$ cat src/shpfc_pkg.sv
// package of constants for the serial host port with flow control
package shpfc_pkg;
  // register byte offsets on the ahb-lite slave
  localparam logic [7:0] SHPFC_CTRL_OFF   = 8'h00;
  localparam logic [7:0] SHPFC_STAT_OFF   = 8'h04;
  localparam logic [7:0] SHPFC_RXDATA_OFF = 8'h08;
  localparam logic [7:0] SHPFC_TXDATA_OFF = 8'h0C;
  localparam logic [7:0] SHPFC_NFULL_OFF  = 8'h10;
  // control field positions
  localparam int SHPFC_CTRL_BAUD_POS = 0;  // 2 bits
  localparam int SHPFC_CTRL_PAR_POS  = 2;  // 2 bits
  localparam int SHPFC_CTRL_ONL_POS  = 4;
  localparam int SHPFC_CTRL_SJOB_POS = 5;
  localparam int SHPFC_CTRL_PRT_POS  = 6;
  localparam int SHPFC_CTRL_FLT_POS  = 7;
  localparam logic [7:0] SHPFC_CTRL_RST = 8'h00;
  localparam logic [5:0] SHPFC_NFULL_RST = 6'h1C;
  // status field positions
  localparam int SHPFC_ST_RXERR_POS = 8;
  localparam int SHPFC_ST_TXBUSY_POS = 9;
  localparam int SHPFC_ST_HEADLATCH_POS = 10;
  localparam int SHPFC_ST_CTL_POS = 11;
  localparam int SHPFC_ST_COUNT_POS = 16;
  // control characters
  localparam logic [7:0] SHPFC_CH_STX = 8'h02;
  localparam logic [7:0] SHPFC_CH_ETX = 8'h03;
  localparam logic [7:0] SHPFC_CH_ACK = 8'h06;
  localparam logic [7:0] SHPFC_CH_NAK = 8'h15;
  // timing
  localparam int SHPFC_CLK_HZ = 50_000_000;
  localparam int SHPFC_BAUD0 = 9600;
  localparam int SHPFC_BAUD1 = 19200;
  localparam int SHPFC_BAUD2 = 38400;
  localparam int SHPFC_BAUD3 = 57600;
  localparam logic [12:0] SHPFC_DIV0 = 13'(SHPFC_CLK_HZ / SHPFC_BAUD0);
  localparam logic [12:0] SHPFC_DIV1 = 13'(SHPFC_CLK_HZ / SHPFC_BAUD1);
  localparam logic [12:0] SHPFC_DIV2 = 13'(SHPFC_CLK_HZ / SHPFC_BAUD2);
  localparam logic [12:0] SHPFC_DIV3 = 13'(SHPFC_CLK_HZ / SHPFC_BAUD3);
  // parity modes
  typedef enum logic [1:0] {
    SHPFC_PAR_NONE = 2'h0,
    SHPFC_PAR_ODD  = 2'h1,
    SHPFC_PAR_EVEN = 2'h2
  } shpfc_par_type;
  typedef enum logic [2:0] {
    SHPFC_S_IDLE, SHPFC_S_START, SHPFC_S_DATA, SHPFC_S_PAR, SHPFC_S_STOP
  } shpfc_ser_type;
endpackage : shpfc_pkg

$ cat src/shpfc_fifo.sv
// synchronous valid/ready fifo for received characters
`timescale 1ns/1ps
module shpfc_fifo #(
  parameter int WIDTH = 8,
  parameter int DEPTH = 32,
  parameter int AW    = $clog2(DEPTH)
) (
  // clock and reset
  input  wire logic             i_sys_clk,
  input  wire logic             i_sys_rst,
  // fill side
  input  wire logic             i_in_valid,
  input  wire logic [WIDTH-1:0] i_in_data,
  output logic                  o_in_ready,
  // drain side
  output logic                  o_out_valid,
  output logic [WIDTH-1:0]      o_out_data,
  input  wire logic             i_out_ready,
  // occupancy
  output logic [AW:0]           o_count
);
  typedef struct packed {
    logic [AW-1:0] wr;
    logic [AW-1:0] rd;
    logic [AW:0]   cnt;
  } shpfc_fifo_type;
  shpfc_fifo_type st_reg, st_next;
  logic [WIDTH-1:0] mem [DEPTH];
  logic push, pop;

  // handshakes derive from the occupancy count only
  assign o_in_ready  = (st_reg.cnt != (AW+1)'(DEPTH));
  assign o_out_valid = (st_reg.cnt != '0);
  assign o_out_data  = mem[st_reg.rd];
  assign o_count     = st_reg.cnt;
  assign push = i_in_valid && o_in_ready;
  assign pop  = o_out_valid && i_out_ready;

  // pointer and count update
  always_comb begin
    st_next = st_reg;
    if (push) st_next.wr = st_reg.wr + 1'b1;
    if (pop) st_next.rd = st_reg.rd + 1'b1;
    st_next.cnt = st_reg.cnt + (AW+1)'(push) - (AW+1)'(pop);
  end

  always_ff @(posedge i_sys_clk) begin
    if (i_sys_rst) st_reg <= '0;
    else st_reg <= st_next;
  end

  // storage has no reset on purpose; valid masks stale words
  always_ff @(posedge i_sys_clk) begin
    if (push) mem[st_reg.wr] <= i_in_data;
  end
endmodule : shpfc_fifo

$ cat src/shpfc_port.sv
// serial host port with ready/busy flow control and ahb-lite registers
// Functional notes
// RULE1: baud select picks 9600, 19200, 38400 or 57600 bit/s for both ends.
// RULE2: frames carry eight data bits, one stop bit, parity odd/even/none.
// RULE3: received 0x02 and 0x03 are flagged as text delimiters.
// RULE4: received 0x06 and 0x15 are flagged as acknowledge characters.
// RULE5: the transmit line sends flow-control or status characters to host.
// RULE6: the error line idles high and goes low on head open or print fault.
// RULE7: after head open the error line rises only when closed and on-line.
// RULE8: reception is refused while the clear-to-send input is low.
// RULE9: characters are accepted only while data-set-ready is high.
// RULE10: the host raises data-set-ready before sending any character.
// RULE11: an unused qualifier input is strapped high by the host side.
// RULE12: ready/busy is high when data can be taken, low when off-line.
// RULE13: ready/busy is low while printing in single-job buffering mode.
// RULE14: ready/busy is low once the buffer reaches its near-full level.
// RULE15: frames start with a low bit and send data least significant first.
// RULE16: a parity mismatch or missing stop bit is flagged as receive error.
//
// Our own choices: the AHB-Lite slave port and the register addresses.
`timescale 1ns/1ps
module shpfc_port #(
  parameter int DEPTH = 32
) (
  // clock and reset
  input  wire logic        i_sys_clk,
  input  wire logic        i_sys_rst,
  // ahb-lite slave
  input  wire logic        i_hsel,
  input  wire logic [7:0]  i_haddr,
  input  wire logic [1:0]  i_htrans,
  input  wire logic        i_hwrite,
  input  wire logic [2:0]  i_hsize,
  input  wire logic [31:0] i_hwdata,
  input  wire logic        i_hready,
  output logic             o_hreadyout,
  output logic             o_hresp,
  output logic [31:0]      o_hrdata,
  // serial pins
  input  wire logic        i_rx_data,
  output logic             o_tx_data,
  input  wire logic        i_clear_to_send,
  input  wire logic        i_data_set_ready,
  output logic             o_error_n,
  output logic             o_ready_busy,
  // printer mechanism status
  input  wire logic        i_head_open
);
  import shpfc_pkg::*;

  typedef struct packed {
    logic [1:0]    s_rx, s_cts, s_dsr, s_head; // two-flop synchronisers
    logic [7:0]    ctrl;
    logic [5:0]    nfull;
    logic          a_en, a_wr;
    logic [7:0]    a_addr;
    logic [31:0]   rdata;
    logic          head_latch;                 // head was opened
    logic          rx_err, rx_ctl, rx_ack;
    shpfc_ser_type rx_st;
    logic [12:0]   rx_cnt;
    logic [2:0]    rx_bit;
    logic [7:0]    rx_sh;
    logic          rx_par;
    logic          push;
    logic [7:0]    push_data;
    shpfc_ser_type tx_st;
    logic [12:0]   tx_cnt;
    logic [2:0]    tx_bit;
    logic [7:0]    tx_sh;
    logic          tx_line;
  } shpfc_state_type;
  shpfc_state_type st_reg, st_next;

  logic        f_in_ready, f_out_valid, f_pop;
  logic [7:0]  f_out_data;
  logic [5:0]  f_count;
  logic [12:0] div;
  logic        online, near_full, rx_ok, par_on, par_odd;
  logic        a_take, bit_tick, tx_tick;

  shpfc_fifo #(.WIDTH(8), .DEPTH(DEPTH), .AW(5)) u_fifo (
    .i_sys_clk  (i_sys_clk),
    .i_sys_rst  (i_sys_rst),
    .i_in_valid (st_reg.push),
    .i_in_data  (st_reg.push_data),
    .o_in_ready (f_in_ready),
    .o_out_valid(f_out_valid),
    .o_out_data (f_out_data),
    .i_out_ready(f_pop),
    .o_count    (f_count)
  );

  // baud divider from the selected rate
  always_comb begin
    unique case (st_reg.ctrl[SHPFC_CTRL_BAUD_POS +: 2])
      2'h0: div = SHPFC_DIV0; // RULE1
      2'h1: div = SHPFC_DIV1;
      2'h2: div = SHPFC_DIV2;
      2'h3: div = SHPFC_DIV3;
    endcase
  end

  // flow-control terms
  assign online    = st_reg.ctrl[SHPFC_CTRL_ONL_POS];
  assign near_full = (f_count >= st_reg.nfull); // RULE14
  // ready only when on-line, not printing single-job and not near full
  assign o_ready_busy = online && !near_full // RULE12
    && !(st_reg.ctrl[SHPFC_CTRL_SJOB_POS]
         && st_reg.ctrl[SHPFC_CTRL_PRT_POS]); // RULE13
  // error line low for open head, latched open, or print fault
  assign o_error_n = !(st_reg.s_head[1] || st_reg.head_latch // RULE6
                       || st_reg.ctrl[SHPFC_CTRL_FLT_POS]);
  assign rx_ok   = st_reg.s_cts[1] && st_reg.s_dsr[1]; // RULE8 RULE9
  assign par_on  = st_reg.ctrl[SHPFC_CTRL_PAR_POS +: 2] != SHPFC_PAR_NONE;
  assign par_odd = st_reg.ctrl[SHPFC_CTRL_PAR_POS +: 2] == SHPFC_PAR_ODD;
  assign bit_tick = (st_reg.rx_cnt == '0);
  assign tx_tick  = (st_reg.tx_cnt == '0);
  // bus side outputs and the transmit line
  assign o_hreadyout = 1'b1;
  assign o_hresp     = 1'b0;
  assign o_hrdata    = st_reg.rdata;
  assign o_tx_data   = st_reg.tx_line;
  assign a_take = i_hsel && i_hready && i_htrans[1];
  // reading rx data in the data phase pops one character
  assign f_pop = st_reg.a_en && !st_reg.a_wr
                 && st_reg.a_addr == SHPFC_RXDATA_OFF && f_out_valid;

  // whole next-state logic
  always_comb begin
    st_next = st_reg;
    st_next.s_rx   = {st_reg.s_rx[0], i_rx_data};
    st_next.s_cts  = {st_reg.s_cts[0], i_clear_to_send};
    st_next.s_dsr  = {st_reg.s_dsr[0], i_data_set_ready};
    st_next.s_head = {st_reg.s_head[0], i_head_open};
    st_next.push = 1'b0;
    // address phase capture, one-cycle zero-wait slave
    st_next.a_en   = a_take;
    st_next.a_wr   = i_hwrite;
    st_next.a_addr = i_haddr;
    // read data is prepared in the address phase
    if (a_take && !i_hwrite) begin
      unique case (i_haddr)
        SHPFC_CTRL_OFF:   st_next.rdata = {24'h000000, st_reg.ctrl};
        SHPFC_STAT_OFF:   st_next.rdata = {10'h000, f_count,
                            2'h0, st_reg.rx_ack, st_reg.rx_ctl,
                            st_reg.tx_st != SHPFC_S_IDLE, 1'b0,
                            st_reg.head_latch, st_reg.rx_err,
                            o_error_n, o_ready_busy, rx_ok,
                            f_in_ready, near_full, f_out_valid,
                            st_reg.s_head[1], 1'b0};
        SHPFC_RXDATA_OFF: st_next.rdata = {23'h000000, f_out_valid,
                                           f_out_data};
        SHPFC_NFULL_OFF:  st_next.rdata = {26'h0000000, st_reg.nfull};
        default:          st_next.rdata = 32'h00000000;
      endcase
    end
    // data phase writes; status write of one clears sticky bits
    if (st_reg.a_en && st_reg.a_wr) begin
      unique case (st_reg.a_addr)
        SHPFC_CTRL_OFF: st_next.ctrl = i_hwdata[7:0];
        SHPFC_NFULL_OFF: st_next.nfull = i_hwdata[5:0];
        SHPFC_STAT_OFF: begin
          if (i_hwdata[SHPFC_ST_RXERR_POS]) st_next.rx_err = 1'b0;
          if (i_hwdata[SHPFC_ST_CTL_POS]) begin
            st_next.rx_ctl = 1'b0;
            st_next.rx_ack = 1'b0;
          end
        end
        SHPFC_TXDATA_OFF: begin
          if (st_reg.tx_st == SHPFC_S_IDLE) begin // RULE5
            st_next.tx_sh  = i_hwdata[7:0];
            st_next.tx_st  = SHPFC_S_START;
            st_next.tx_cnt = div;
          end
        end
        default: ;
      endcase
    end
    // head latch: set on open, cleared only when closed and on-line
    if (st_reg.s_head[1]) st_next.head_latch = 1'b1;
    else if (online) st_next.head_latch = 1'b0; // RULE7
    // receiver
    // reload one short so that every bit lasts exactly div cycles
    st_next.rx_cnt = bit_tick ? div - 13'h0001 : st_reg.rx_cnt - 13'h0001;
    unique case (st_reg.rx_st)
      SHPFC_S_IDLE: begin
        if (!st_reg.s_rx[1] && rx_ok) begin // RULE15
          st_next.rx_st  = SHPFC_S_START;
          st_next.rx_cnt = {1'b0, div[12:1]};
        end
      end
      SHPFC_S_START: if (bit_tick) begin
        st_next.rx_st  = st_reg.s_rx[1] ? SHPFC_S_IDLE : SHPFC_S_DATA;
        st_next.rx_bit = 3'h0;
        st_next.rx_par = par_odd;
      end
      SHPFC_S_DATA: if (bit_tick) begin
        st_next.rx_sh  = {st_reg.s_rx[1], st_reg.rx_sh[7:1]}; // RULE15
        st_next.rx_par = st_reg.rx_par ^ st_reg.s_rx[1];
        st_next.rx_bit = st_reg.rx_bit + 3'h1;
        if (st_reg.rx_bit == 3'h7) // RULE2
          st_next.rx_st = par_on ? SHPFC_S_PAR : SHPFC_S_STOP;
      end
      SHPFC_S_PAR: if (bit_tick) begin
        if (st_reg.s_rx[1] != st_reg.rx_par) st_next.rx_err = 1'b1; // RULE16
        st_next.rx_st = SHPFC_S_STOP;
      end
      SHPFC_S_STOP: if (bit_tick) begin
        st_next.rx_st = SHPFC_S_IDLE;
        if (!st_reg.s_rx[1]) st_next.rx_err = 1'b1; // RULE16
        else begin
          st_next.push      = f_in_ready;
          st_next.push_data = st_reg.rx_sh;
          if (st_reg.rx_sh == SHPFC_CH_STX
              || st_reg.rx_sh == SHPFC_CH_ETX) st_next.rx_ctl = 1'b1; // RULE3
          if (st_reg.rx_sh == SHPFC_CH_ACK
              || st_reg.rx_sh == SHPFC_CH_NAK) st_next.rx_ack = 1'b1; // RULE4
        end
      end
      default: st_next.rx_st = SHPFC_S_IDLE;
    endcase
    // transmitter, one stop bit, parity as selected
    if (st_reg.tx_st != SHPFC_S_IDLE)
      st_next.tx_cnt = tx_tick ? div - 13'h0001 : st_reg.tx_cnt - 13'h0001;
    unique case (st_reg.tx_st)
      SHPFC_S_IDLE: st_next.tx_line = 1'b1;
      SHPFC_S_START: begin
        st_next.tx_line = 1'b0; // RULE15
        if (tx_tick) begin
          st_next.tx_st  = SHPFC_S_DATA;
          st_next.tx_bit = 3'h0;
          st_next.tx_line = st_reg.tx_sh[0];
        end
      end
      SHPFC_S_DATA: if (tx_tick) begin
        st_next.tx_bit = st_reg.tx_bit + 3'h1;
        if (st_reg.tx_bit == 3'h7) begin
          st_next.tx_st   = par_on ? SHPFC_S_PAR : SHPFC_S_STOP;
          st_next.tx_line = par_on ? (^st_reg.tx_sh ^ par_odd) : 1'b1;
        end else st_next.tx_line = st_reg.tx_sh[st_reg.tx_bit + 3'h1];
      end
      SHPFC_S_PAR: if (tx_tick) begin
        st_next.tx_st   = SHPFC_S_STOP;
        st_next.tx_line = 1'b1;
      end
      SHPFC_S_STOP: if (tx_tick) st_next.tx_st = SHPFC_S_IDLE; // RULE2
      default: st_next.tx_st = SHPFC_S_IDLE;
    endcase
  end

  // the single state register
  always_ff @(posedge i_sys_clk) begin
    if (i_sys_rst) begin
      st_reg <= '0;
      st_reg.s_rx    <= 2'h3;
      st_reg.s_cts   <= 2'h0;
      st_reg.ctrl    <= SHPFC_CTRL_RST;
      st_reg.nfull   <= SHPFC_NFULL_RST;
      st_reg.tx_line <= 1'b1;
      st_reg.rx_st   <= SHPFC_S_IDLE;
      st_reg.tx_st   <= SHPFC_S_IDLE;
    end else st_reg <= st_next;
  end

  // checks next to the logic
  property p_busy_offline;
    @(posedge i_sys_clk) disable iff (i_sys_rst)
      !online |-> !o_ready_busy;
  endproperty
  a_busy_offline: assert property (p_busy_offline) // RULE12
    else $error("ready/busy high while off-line");
  property p_busy_sjob;
    @(posedge i_sys_clk) disable iff (i_sys_rst)
      (st_reg.ctrl[SHPFC_CTRL_SJOB_POS] && st_reg.ctrl[SHPFC_CTRL_PRT_POS])
      |-> !o_ready_busy;
  endproperty
  a_busy_sjob: assert property (p_busy_sjob) // RULE13
    else $error("ready/busy high during single-job print");
  property p_busy_full;
    @(posedge i_sys_clk) disable iff (i_sys_rst)
      (f_count >= st_reg.nfull) |-> !o_ready_busy;
  endproperty
  a_busy_full: assert property (p_busy_full) // RULE14
    else $error("ready/busy high at near-full");
  property p_err_head;
    @(posedge i_sys_clk) disable iff (i_sys_rst)
      $rose(st_reg.s_head[1]) |-> !o_error_n ##1 !o_error_n;
  endproperty
  a_err_head: assert property (p_err_head) // RULE6
    else $error("error line high with head open");
  property p_err_release;
    @(posedge i_sys_clk) disable iff (i_sys_rst)
      (st_reg.head_latch && !online) |=> !o_error_n;
  endproperty
  a_err_release: assert property (p_err_release) // RULE7
    else $error("error line released while off-line");
  property p_rx_gate;
    @(posedge i_sys_clk) disable iff (i_sys_rst)
      (st_reg.rx_st == SHPFC_S_IDLE && !rx_ok)
      |=> st_reg.rx_st == SHPFC_S_IDLE;
  endproperty
  a_rx_gate: assert property (p_rx_gate) // RULE8
    else $error("reception started without cts and dsr");
  property p_tx_start;
    @(posedge i_sys_clk) disable iff (i_sys_rst)
      (st_reg.tx_st == SHPFC_S_START && !tx_tick) |=> !o_tx_data;
  endproperty
  a_tx_start: assert property (p_tx_start) // RULE15
    else $error("start bit not low");
  property p_stop_err;
    @(posedge i_sys_clk) disable iff (i_sys_rst)
      (st_reg.rx_st == SHPFC_S_STOP && bit_tick && !st_reg.s_rx[1])
      |=> st_reg.rx_err && !st_reg.push;
  endproperty
  a_stop_err: assert property (p_stop_err) // RULE16
    else $error("missing stop bit not flagged");
endmodule : shpfc_port

$ cat config.mk
export PLATFORM = sky130hd
export DESIGN_NAME = shpfc_port
export DESIGN_NICKNAME = d
export VERILOG_FILES = /design/src/shpfc_pkg.sv /design/src/shpfc_fifo.sv /design/src/shpfc_port.sv
export SDC_FILE = /design/constraint.sdc
export NUM_CORES = 1
export LEC_CHECK = 0
export BUFFER_PORTS_ARGS = -buffer_cell sky130_fd_sc_hd__buf_2
export CAP_MARGIN = 5
export CORE_MARGIN = 3
export CORE_UTILIZATION = 25
export CTS_CLUSTER_SIZE = 20
export DETAILED_ROUTE_END_ITERATION = 8
export GPL_TIMING_DRIVEN = 0
export HOLD_SLACK_MARGIN = 0.15
export PLACE_DENSITY = 0.49
export SYNTH_ARGS = -nofsm -noshare
export SYNTH_HDL_FRONTEND = slang
export SYNTH_SLANG_ARGS = --single-unit
$ cat constraint.sdc
create_clock -name i_sys_clk -period 3.1 [get_ports i_sys_clk]
set_input_delay 0.465 -clock i_sys_clk [delete_from_list [all_inputs] [get_ports i_sys_clk]]
set_output_delay 0.465 -clock i_sys_clk [all_outputs]
set_load 0.01 [all_outputs]
==> flow_metrics.tcl <==
set metrics [dict create \
    synth_enable_flop_cells 256 \
    critical_path.endpoint_type "flip-flop" \
    utilization_pct 29.8 \
    grt_usage_pct 12.7 \
    crit_path_start_kind "flip-flop" \
    syn_area_mm2 0.0171 \
    ios 91 \
    clkLatencyLatePin_ns 0.57 \
    core_area_mm2 0.0674 \
    cts_max_level 2 \
    synth_area_leaders "edfxtp_1 45%, dfxtp_1 17%, mux4_2 8.7%, nor2_1 3.1%, mux2i_1 2.8%" \
    ir_worst_vdd_mv 0.336 \
    yosys_warnings 0 \
    dieArea_mm2 0.0714 \
    drt-wirelength-per-cell_um 19.7 \
    synth_cell_types 67 \
    status "complete, but fails checks" \
    io_buffer_count 46 \
    synth.top_cell.area_share_pct 45.0 \
    syn_area_per_cell_um2 13.0 \
    finalCriticalPeriod_ns 3.22 \
    worst_slew_pin_slew_ns 1.26 \
    clkSlewWorstSetupHoldPaths_ns 0.06 \
    violations "setup timing" \
    rsz0062_at_grt "yes" \
    slew_headroom_pct 16.2 \
    grt_overflow 0 \
    grt_busiest_layer "met2" \
    power_density_mw_per_mm2 620 \
    post_synth_xor_area_fraction_pct 1.49 \
    yosysMostFrequentCell "edfxtp_1" \
    wirelength_um 46000 \
    firstDrtPassIters 5 \
    ant_nets 0 \
    p_leak_uw 0.00677 \
    cts_made_buffers 42 \
    ys_ff_latch 397 \
    drive_gt1_share_pct 19.8 \
    crit_chain "inv_1 -> ha_1 -> and4_1 -> nor2b_1 -> clkbuf_1 -> nand2_1 -> nor4b_2 -> buf_4" \
    grt_pass1_wl_um 68700 \
    start_util_pct 25.3 \
    clock_skew_ns 0.0162 \
    multi_input_area_mm2 0.00610 \
    grt_use_met2_pct 21.5 \
    synthSimpleGateAreaFrac_pct 11.9 \
    cp_slowest_cell "nor4b_2" \
    synth_top_family_by_area "multiplexers" \
    worst_slack_ns -0.117 \
    max_stage_delay_ns 0.63 \
    drc 0 \
    grt_pass1_vias 11000 \
    final.fill_count 6805 \
    yosys.area_share.adder_pct 2.38 \
    vias 10900 \
    ys.flop_type "edfxtp_1" \
    grt_use_met1_pct 16.4 \
    cp.arrival_ns 3.49 \
    grt_max_degree 34 \
    die_w_um 267 \
    synthArstFlopShare_pct 0 \
    path_class "flip-flop to flip-flop" \
    hold_path.class "input pin to flip-flop" \
    core.rowCount 95 \
    synth.largest_area_cell "edfxtp_1" \
    die_h_um 267 \
    finalSetupViolations 42 \
    synthMuxAreaShare_pct 12.0 \
    fin_nets 1520 \
    netlist_instances 1315 \
    cp_max_fo 9 \
    finalCritPeriodShare_pct 104 \
    synthToLayoutAreaGrowth_pct 17.9 \
    clock-root-buffer "clkbuf_16" \
    via_per_inst 4.68 \
    cts_tree "built" \
    drt-initial-drc-count 860 \
    power_uw 12500 \
    maxSlewViolCount 0 \
    clockBufferDepth 3 \
    synthTopCellsByCount "256 x edfxtp_1, 141 x dfxtp_1, 139 x nor2_1, 103 x nand2_1, 71 x a21oi_1" \
    hpwl_um 31600 \
    clkSinkCount 397 \
    largest_reg_flops 256 \
    cp_data_required_time_ns 3.37 \
    finalHoldViolCount 0 \
    fmax_mhz 311 \
    grt_use_met3_pct 2.40 \
    antenna_found_initial 1 \
    synth_compound_area_share_pct 6.64 \
    synth_seq_area_share_pct 61.6 \
    gp_congestion 0.806 \
    max_cap_viol_count 0 \
    register_area_mm2 0.0105 \
]
-- cells in the final DEF, fill, tap and decap left out, drive strengths merged, types with 8 or more instances in the layout --
master       Yosys  routed
edfxtp         256     256
dfxtp          141     141
nor2           139     139
clkbuf          54     110
buf             54     106
nand2          103     103
a21oi           71      71
mux4            66      66
mux2i           47      47
inv             31      33
nand3           31      31
ha              30      30
o21ai           29      29
nor2b           27      27
nor3            23      23
xor2            16      16
conb             2      15
nor4            14      14
a31oi           13      13
xnor2           13      13
clkinv           0      12
nand2b          11      11
dlygate4sd3      0      10
mux2             8       8
o211ai           8       8
o31ai            8       8
-- worst paths after layout --
kind / cells after the start / from / endpoint / slack, ns
setup / recovery: 8 / u_fifo.o_count[2]$_SDFF_PP0_ / u_fifo.mem[11][4]$_DFFE_PP_ / -0.12
hold reg to reg: 1 / st_next[132]$_SDFF_PP1_ / st_reg[132]$_SDFF_PP1_ / 0.43
setup reg to reg: 8 / u_fifo.o_count[2]$_SDFF_PP0_ / u_fifo.mem[11][4]$_DFFE_PP_ / -0.12
hold / removal: 3 / i_hready / st_reg[110]$_SDFF_PP0_ / 0.18
-- worst max-delay path: cells and delay by family, from the launching register on --
| family | cells | cell delay (ns) |
|---|---|---|
| adders and majority gates | 1 | 0.21 |
| buffers and inverters | 3 | 0.77 |
| DFF | 1 | 0.43 |
| and+or+nand+nor | 4 | 1.50 |
-- area by class of cell --
cell class                 count  area share [%]
inverter                      31           0.578
multi-input combinational    792            30.3
antenna                        1          0.0124
clock inverter                15           0.591
clock buffer                  55            5.77
tap                          873            5.43
sequential                   397            52.3
buffer                       106            2.79
timing repair buffer          65            2.23
-- per-stage QoR --
stage               instance area, µm²  cells  setup slack (ns)  TNS [ns]  hold slack [ns]
floorplan                        17100   1328             0.249         0            0.389
global placement                 18400   2247             -1.15    -41.29            0.406
detailed placement               18500   2252            -0.461     -8.04            0.402
CTS                              19900   2331            -0.133     -6.83            0.152
global route                     20100   2334            -0.254    -18.37            0.182
finish                           20100   2335            -0.117     -3.23            0.183
-- metal layers --
layer	routed length, µm	part of all wire [%]
met1	20000	43
met2	22200	48
met3	2470	5.4
met4	1360	3.0
met5	0	0
-- what timing repair did --
action | in CTS | in global routing
hold buffers | 10 | 0
gates resized for setup | 18 | 27
setup buffers | 0 | 2
hold endpoints to repair | 10 | 0
endpoints found under the setup margin | 171 | 219
pin swaps | 0 | 3
-- kinds of logic (layout without fill, tap and decap cells) --
logic type	Yosys count	in the layout
AO/OA/AOI/OAI	182	182
adder cells (fa/ha/maj)	32	32
multiplexers	121	121
AND/OR/NAND/NOR	413	413
buffers and inverters	139	272
XOR/XNOR	29	29
other	2	16
flip-flops	397	397
-- power by group --
group / switching, µW / internal (µW)
clock: 2070 / 2720
combinational: 1110 / 658
sequential: 183 / 5730
total: 3360 / 9110
Power figures use the tool's default switching activity.
